File: src/efield_defines.vh
// Purpose: constants for the electric-field select and reset supervisor
// Assumes: 10 MHz system clock; internal oscillator nominal 120 kHz
// Notes: times kept in their own unit, cycle counts derived from them
`ifndef EFIELD_DEFINES_VH
`define EFIELD_DEFINES_VH

// ---------------------------------------------------------------
// clock and oscillator
// ---------------------------------------------------------------
`define CLK_HZ 10000000
`define OSC_HZ 120000
// half period of the oscillator in system clocks (10e6/120e3/2 = 41.67, truncated to 41)
`define OSC_HALF_CYC (`CLK_HZ / (2 * `OSC_HZ))
`define OSC_DIV_W 6

// ---------------------------------------------------------------
// supervisor times, in ms, and derived oscillator counts
// ---------------------------------------------------------------
`define POR_MIN_MS 9
`define POR_MAX_MS 50
`define WD_MIN_MS 50
`define WD_TYP_MS 68
`define WD_MAX_MS 250
`define WDHOLD_MIN_MS 9
`define WDHOLD_MAX_MS 50
// counts in oscillator periods; por and hold use the midpoint of the window
`define POR_TICKS (`OSC_HZ * (`POR_MIN_MS + `POR_MAX_MS) / 2 / 1000)
`define WD_TICKS (`OSC_HZ * `WD_TYP_MS / 1000)
`define WDHOLD_TICKS (`OSC_HZ * (`WDHOLD_MIN_MS + `WDHOLD_MAX_MS) / 2 / 1000)
`define TICK_W 16

// ---------------------------------------------------------------
// select codes
// ---------------------------------------------------------------
`define SEL_SOURCE 4'h0
`define SEL_E_FIRST 4'h1
`define SEL_E_LAST 4'h9
`define SEL_REF_A 4'ha
`define SEL_REF_B 4'hb
`define SEL_OSC 4'hc
`define SEL_OSC_RES 4'hd
`define SEL_GND 4'he
`define SEL_RSVD 4'hf

// receive selector one-hot sources
`define RX_W 14
`define RX_SOURCE 11
`define RX_OSC 12
`define RX_OSC_RES 13
`define RX_GND_BIT 13
`define PIN_W 11

`endif

File: src/efield_select_and_supervisor.v
// Overview of operation
// - select bits decode binary, sel_d msb
// - codes 0,12,13,14 internal; 15 reserved
// - sine goes to one selected pin
// - unselected electrodes and references grounded
// - receive follows driven pin simultaneously
// - receive may also pick internal nodes
// - square clock out at oscillator rate
// - supervisor timing counts oscillator periods
// - reset held until supply good timeout
// - undervoltage reasserts reset, restarts timeout
// - overvoltage forces reset
// - missing kick edge forces reset
// - watchdog reset held for hold time
// - lamp switch closed while requested
// - serial data passes through both ways
//
// Purpose: control logic of the electric-field companion: selectors and supervisor
// Assumes: all inputs synchronous to i_clk; supply detectors are digital levels
// Notes: analog switches are represented by enable levels
`timescale 1ns/1ps
`include "efield_defines.vh"

module efield_select_and_supervisor (
   input wire i_clk,
   input wire i_rst,
   input wire i_sel_a,
   input wire i_sel_b,
   input wire i_sel_c,
   input wire i_sel_d,
   input wire i_vcc_low,
   input wire i_vcc_high,
   input wire i_wd_kick,
   input wire i_lamp_on_req,
   input wire i_serial_bus_rx,
   input wire i_serial_tx_in,
   output reg [`PIN_W-1:0] o_tx_drive,
   output reg [`PIN_W-1:0] o_pin_ground,
   output reg [`RX_W-1:0] o_rx_connect,
   output wire o_clk_out,
   output reg o_rst_n,
   output reg o_lamp_switch,
   output reg o_serial_rx_out,
   output reg o_serial_bus_tx
);

   // ---------------------------------------------------------------
   // select decode
   // ---------------------------------------------------------------
   wire [3:0] sel_w = {i_sel_d, i_sel_c, i_sel_b, i_sel_a};

   // one-hot pin index for codes 1..11, zero otherwise
   function [`PIN_W-1:0] pin_onehot;
      input [3:0] code;
      begin
         pin_onehot = {`PIN_W{1'b0}};
         if (code >= `SEL_E_FIRST && code <= `SEL_REF_B)
            pin_onehot[code - `SEL_E_FIRST] = 1'b1;
      end
   endfunction

   // detector source: the driven pin, an internal node, or nothing at all
   function [`RX_W-1:0] rx_onehot;
      input [3:0] code;
      reg [`RX_W-1:0] src;
      begin
         src = {`RX_W{1'b0}};
         case (code)
            `SEL_SOURCE: src[`RX_SOURCE] = 1'b1;
            `SEL_OSC: src[`RX_OSC] = 1'b1;
            `SEL_OSC_RES: src[`RX_OSC_RES] = 1'b1;
            // internal ground: detector sees no source, nothing driven
            `SEL_GND: src = {`RX_W{1'b0}};
            `SEL_RSVD: src = {`RX_W{1'b0}};
            default: src[`PIN_W-1:0] = pin_onehot(code);
         endcase
         rx_onehot = src;
      end
   endfunction

   reg [`PIN_W-1:0] drive_d;
   reg [`RX_W-1:0] rx_d;

   always @* begin
      drive_d = pin_onehot(sel_w);
      rx_d = rx_onehot(sel_w);
   end

   // ---------------------------------------------------------------
   // selector switches
   // ---------------------------------------------------------------
   // drive, ground and receive all move on one edge, so a pin is never
   // driven while grounded and the detector never looks at a stale pin
   always @(posedge i_clk or posedge i_rst) begin
      if (i_rst) begin
         o_tx_drive <= {`PIN_W{1'b0}};
      end else begin
         o_tx_drive <= drive_d;
      end
   end

   always @(posedge i_clk or posedge i_rst) begin
      if (i_rst) begin
         o_pin_ground <= {`PIN_W{1'b1}};
      end else begin
         o_pin_ground <= ~drive_d;
      end
   end

   always @(posedge i_clk or posedge i_rst) begin
      if (i_rst) begin
         o_rx_connect <= {`RX_W{1'b0}};
      end else begin
         o_rx_connect <= rx_d;
      end
   end

   // ---------------------------------------------------------------
   // oscillator
   // ---------------------------------------------------------------
   // divider stands in for the analog oscillator; its tick paces the supervisor
   wire osc_tick;

   osc_tick_gen u_osc (
      .i_clk(i_clk),
      .i_rst(i_rst),
      .o_osc_clk(o_clk_out),
      .o_osc_tick(osc_tick)
   );

   // ---------------------------------------------------------------
   // supervisor helpers
   // ---------------------------------------------------------------
   // one more oscillator period; all windows stay far below the counter range
   function [`TICK_W-1:0] cnt_inc;
      input [`TICK_W-1:0] cnt;
      begin
         cnt_inc = cnt + 1'b1;
      end
   endfunction

   // true in the last oscillator period of a window
   // ticks is the window length, so the count runs 0 .. ticks-1
   function last_period;
      input [`TICK_W-1:0] cnt;
      input [31:0] ticks;
      begin
         last_period = (cnt == ticks - 32'h00000001);
      end
   endfunction

   // ---------------------------------------------------------------
   // kick edge detect
   // ---------------------------------------------------------------
   reg kick_q;

   // cleared to the idle level of the pin so reset gives no false edge
   always @(posedge i_clk or posedge i_rst) begin
      if (i_rst) begin
         kick_q <= 1'b0;
      end else begin
         kick_q <= i_wd_kick;
      end
   end

   wire kick_rise = i_wd_kick & ~kick_q;

   // ---------------------------------------------------------------
   // reset supervisor
   // ---------------------------------------------------------------
   // por: wait for a good supply; run: watch the kicks; hold: forced
   // reset after a missed kick; a supply fault in any state returns to por
   // and restarts the whole timeout
   localparam ST_POR = 2'b00;
   localparam ST_RUN = 2'b01;
   localparam ST_HOLD = 2'b10;

   reg [1:0] state_q;
   reg [1:0] state_d;
   reg [`TICK_W-1:0] cnt_q;
   reg [`TICK_W-1:0] cnt_d;
   reg kick_seen_q;
   reg kick_seen_d;

   wire supply_bad = i_vcc_low | i_vcc_high;

   always @* begin
      state_d = state_q;
      cnt_d = cnt_q;
      // latch kicks between oscillator ticks so none is missed
      kick_seen_d = kick_seen_q | kick_rise;
      case (state_q)
         ST_POR: begin
            if (supply_bad) begin
               cnt_d = {`TICK_W{1'b0}};
            end else if (osc_tick) begin
               if (last_period(cnt_q, `POR_TICKS)) begin
                  state_d = ST_RUN;
                  cnt_d = {`TICK_W{1'b0}};
                  kick_seen_d = 1'b0;
               end else begin
                  cnt_d = cnt_inc(cnt_q);
               end
            end
         end
         ST_RUN: begin
            if (supply_bad) begin
               state_d = ST_POR;
               cnt_d = {`TICK_W{1'b0}};
            end else if (kick_seen_d) begin
               cnt_d = {`TICK_W{1'b0}};
               kick_seen_d = 1'b0;
            end else if (osc_tick) begin
               // host must kick well inside this window
               if (last_period(cnt_q, `WD_TICKS)) begin
                  state_d = ST_HOLD;
                  cnt_d = {`TICK_W{1'b0}};
               end else begin
                  cnt_d = cnt_inc(cnt_q);
               end
            end
         end
         ST_HOLD: begin
            kick_seen_d = 1'b0;
            if (supply_bad) begin
               state_d = ST_POR;
               cnt_d = {`TICK_W{1'b0}};
            end else if (osc_tick) begin
               if (last_period(cnt_q, `WDHOLD_TICKS)) begin
                  state_d = ST_RUN;
                  cnt_d = {`TICK_W{1'b0}};
               end else begin
                  cnt_d = cnt_inc(cnt_q);
               end
            end
         end
         default: begin
            state_d = ST_POR;
            cnt_d = {`TICK_W{1'b0}};
         end
      endcase
   end

   always @(posedge i_clk or posedge i_rst) begin
      if (i_rst) begin
         state_q <= ST_POR;
         cnt_q <= {`TICK_W{1'b0}};
         kick_seen_q <= 1'b0;
      end else begin
         state_q <= state_d;
         cnt_q <= cnt_d;
         kick_seen_q <= kick_seen_d;
      end
   end

   // ---------------------------------------------------------------
   // reset output
   // ---------------------------------------------------------------
   // taken from the next state so the pin falls on the edge that sees the fault
   always @(posedge i_clk or posedge i_rst) begin
      if (i_rst) begin
         o_rst_n <= 1'b0;
      end else begin
         o_rst_n <= (state_d == ST_RUN);
      end
   end

   // ---------------------------------------------------------------
   // lamp switch
   // ---------------------------------------------------------------
   // closes one clock after the request; current limiting is analog
   always @(posedge i_clk or posedge i_rst) begin
      if (i_rst) begin
         o_lamp_switch <= 1'b0;
      end else begin
         o_lamp_switch <= i_lamp_on_req;
      end
   end

   // ---------------------------------------------------------------
   // serial pass-through
   // ---------------------------------------------------------------
   // idle high, so the line reads as released while reset is applied
   always @(posedge i_clk or posedge i_rst) begin
      if (i_rst) begin
         o_serial_rx_out <= 1'b1;
      end else begin
         o_serial_rx_out <= i_serial_bus_rx;
      end
   end

   always @(posedge i_clk or posedge i_rst) begin
      if (i_rst) begin
         o_serial_bus_tx <= 1'b1;
      end else begin
         o_serial_bus_tx <= i_serial_tx_in;
      end
   end

endmodule

File: src/osc_tick_gen.v
// Purpose: oscillator model giving a square wave and a per-period tick
// Assumes: one system clock; the analog oscillator is replaced by a divider
// Notes: tick is one system cycle wide, once per oscillator period
`timescale 1ns/1ps
`include "efield_defines.vh"

module osc_tick_gen (
   input wire i_clk,
   input wire i_rst,
   output reg o_osc_clk,
   output reg o_osc_tick
);

   reg [`OSC_DIV_W-1:0] div_q;

   always @(posedge i_clk or posedge i_rst) begin
      if (i_rst) begin
         div_q <= {`OSC_DIV_W{1'b0}};
         o_osc_clk <= 1'b0;
         o_osc_tick <= 1'b0;
      end else begin
         o_osc_tick <= 1'b0;
         if (div_q == `OSC_HALF_CYC - 1) begin
            div_q <= {`OSC_DIV_W{1'b0}};
            o_osc_clk <= ~o_osc_clk;
            // one tick per full period, on the rising half
            o_osc_tick <= ~o_osc_clk;
         end else begin
            div_q <= div_q + 1'b1;
         end
      end
   end

endmodule

File: config.mk
export PLATFORM = sky130hd
export DESIGN_NAME = efield_select_and_supervisor
export DESIGN_NICKNAME = d
export VERILOG_FILES = /design/src/efield_select_and_supervisor.v /design/src/osc_tick_gen.v
export VERILOG_INCLUDE_DIRS = /design/src
export SDC_FILE = /design/constraint.sdc
export NUM_CORES = 1
export LEC_CHECK = 0
export BUFFER_PORTS_ARGS = -buffer_cell sky130_fd_sc_hd__buf_2
export CAP_MARGIN = 25
export CORE_UTILIZATION = 40
export DETAILED_ROUTE_END_ITERATION = 8
export HOLD_SLACK_MARGIN = 0.15
export PLACE_DENSITY = 0.72
export SLEW_MARGIN = 20
export SYNTH_ARGS = -nofsm -noshare
export SYNTH_HDL_FRONTEND = slang
export SYNTH_SLANG_ARGS = --single-unit
File: constraint.sdc
create_clock -name i_clk -period 5.7 [get_ports i_clk]
set_clock_uncertainty 0.05 [all_clocks]
set_input_delay 1.14 -clock i_clk [delete_from_list [all_inputs] [get_ports i_clk]]
set_output_delay 1.14 -clock i_clk [all_outputs]
set_load 0.01 [all_outputs]
==> flow_summary.ini <==
[worst_setup_path]
cp_max_fo = 15
required_ns = 5.94
r2r_cells = 7
start_kind = input port
worstSetupEndpointType = register
arrival_ns = 2.76
worstSetupPathType = input port to register

[layout]
area_delta_synth_final_pct = 21.48
fillers = 577
insertedDiodeCount = 0
drive_above_1_share = 0.2825
fin_nets = 318

[logic_synthesis]
synth_top_area_frac = 0.5147
ys_seq_area_frac = 0.6425
ys_top_cells_by_count = dfrtp_1, inv_1, nand3_1, nand2_1, nor2_1
ys_ff_latch = 68
synth_area_sq_mm = 0.002674
synth_edf_count = 0
synth_nets = 259
synth_area_leaders = dfrtp_1, dfstp_2, nand3_1
synth_top_flop_cell = dfrtp_1
synth_cells = 244
avgSynthCellArea_sq_um = 10.96
synth_cell_type_count = 38
synth_area_leader_cell = dfrtp_1
synth_warnings = 0
async_reset_ff_frac = 1.000
synth.most_common_cell = dfrtp_1

[route]
num_vias = 2001
drt-pass1-iter-count = 5
ant_nets = 0
viasPerCell = 5.197
wire_per_inst_um = 13.66
drc = 0
totalWireLength_um = 5260
drtIter0Drc = 116

[timing]
tightest_slew_ns = 0.8223
fmax_mhz = 398.0
setup_tns_ns = 0
slew_viol_final = 0
fin_crit_sh = 0.4408
min_period_ns = 2.513
report.final.hold_viol_count = 0
finalSetupViolCount = 0
slew_headroom = 0.4518
rsz0062_at_grt = no

[placed_design]
place.gp.congestion = 0.8044
portBuffers = 52
hpwlAfterDp_um = 3574

[flow_run]
drv_cap = 0

[power_and_ir_drop]
vdd_drop_max_mv = 0.2656
powerDensity_mw_per_mm2 = 303.5
p_leak_nw = 1.610
fin_total_pwr_uw = 985.8

[global_routing]
grt_first_pass_wirelength_um = 9101
overflow = 0
antenna_found_initial = 0
grt_pass1_vias = 2059
grtUsageTotal = 0.1655
grt_max_degree = 69

[floorplanning]
core_sq_mm = 0.006386
die_h_um = 83.76
dieArea_sq_mm = 0.007016
die_w_um = 83.76
start_util = 0.4187
io-pin-count = 53
rows = 29

[cts]
root_buffer = clkbuf_8
insertion_delay_ns = 0.35
cts_sinks = 68
cts_tree = yes
ctsLongestPathBuffers = 2
ctsResizeCount = 0
postCtsHoldBufs = 0
path_clk_slew_ns = 0.08
post_cts_buffers = 0
cts_buffers = 9
h-tree-depth = 3

[min_path]
min_path_cells = 1
holdCritPathClass = register to register

[run_status]
outcome = complete, no violations
## cell usage in the layout, fill, tap and decap left out, types with 6 or more instances in the layout
cell type / instances
o311ai_0: 6
clkbuf_8: 10
buf_2: 52
nand3_1: 26
nand2_1: 21
nor3_1: 12
inv_1: 28
a21oi_1: 6
dfstp_2: 13
dfrtp_1: 55
nand2b_1: 6
nor2_1: 15
## path summary, 6_finish.rpt
check / startpoint / end / slack (ns)
min in group asynchronous: i_rst / u_osc.o_osc_clk / 0.96
hold / removal: u_osc.o_osc_clk / u_osc.o_osc_tick / 0.42
max in group asynchronous: i_rst / o_tx_drive[10] / 4.09
setup reg to reg: cnt_q[0] / cnt_q[14] / 3.27
setup / recovery: i_wd_kick / cnt_q[14] / 3.19
hold reg to reg: u_osc.o_osc_clk / u_osc.o_osc_tick / 0.42
## final cells by class
| class | count | area [sq um] | area share |
|---|---|---|---|
| Sequential cell | 68 | 1718 | 0.5289 |
| Timing Repair Buffer | 55 | 282.8 | 0.08706 |
| Clock inverter | 5 | 83.83 | 0.02581 |
| Clock buffer | 11 | 141.4 | 0.04353 |
| Inverter | 29 | 108.9 | 0.03351 |
| Tap cell | 77 | 96.34 | 0.02966 |
| Multi-Input combinational cell | 140 | 817.0 | 0.2515 |
## logic make-up after synthesis
| family | synth area share |
|---|---|
| XOR/XNOR | 0.01310 |
| AO/OA/AOI/OAI | 0.07908 |
| flip-flops | 0.6425 |
| AND/OR/NAND/NOR | 0.1993 |
| buffers and inverters | 0.05194 |
| adder cells (fa/ha/maj) | 0.01404 |
## per-layer routing
metal	vias to the layer above	GRT usage	wire length (um)
li1	948	-	-
met1	988	0.2020	2265
met2	52	0.2506	2444
met3	13	0.06330	423
met4	0	0.09553	126
met5	-	0	0
## registers in the layout, indices dropped and copies added, names as in the netlist, 2 cells and up
name,flops
u_osc.div_q,6
cnt_q,16
o_rx_connect,14
state_q,2
o_tx_drive,11
o_pin_ground,11
## metrics by stage
| step | area [sq um] | cells | setup slack (ns) | util | hold slack [ns] |
|---|---|---|---|---|---|
| after floorplan | 2674 | 244 | 2.820 | - | 0.3973 |
| after global placement | 3015 | 368 | 2.695 | 0.4722 | 0.4087 |
| after detailed placement | 3023 | 369 | 2.810 | 0.4734 | 0.4174 |
| after CTS | 3248 | 385 | 3.176 | 0.5086 | 0.4295 |
| after global routing | 3248 | 385 | 3.050 | 0.5086 | 0.4485 |
| final | 3248 | 385 | 3.187 | 0.5086 | 0.4228 |
## report_power, final
group          internal (mW)  switching, mW  leakage, nW  total, mW
Sequential             0.492        0.00193        0.880      0.494
Combinational         0.0135         0.0305        0.624     0.0440
Clock                  0.260          0.188        0.106      0.447
Total                  0.766          0.220         1.61      0.986
## critical path, cell delays in order
cell and delay, ns:
buf_2 0.10, nor2b_1 0.13, a2111o_1 0.30, a211o_1 0.47
or4_1 0.52, nand3_1 0.09
No activity file was read; power rests on OpenSTA's default activity.
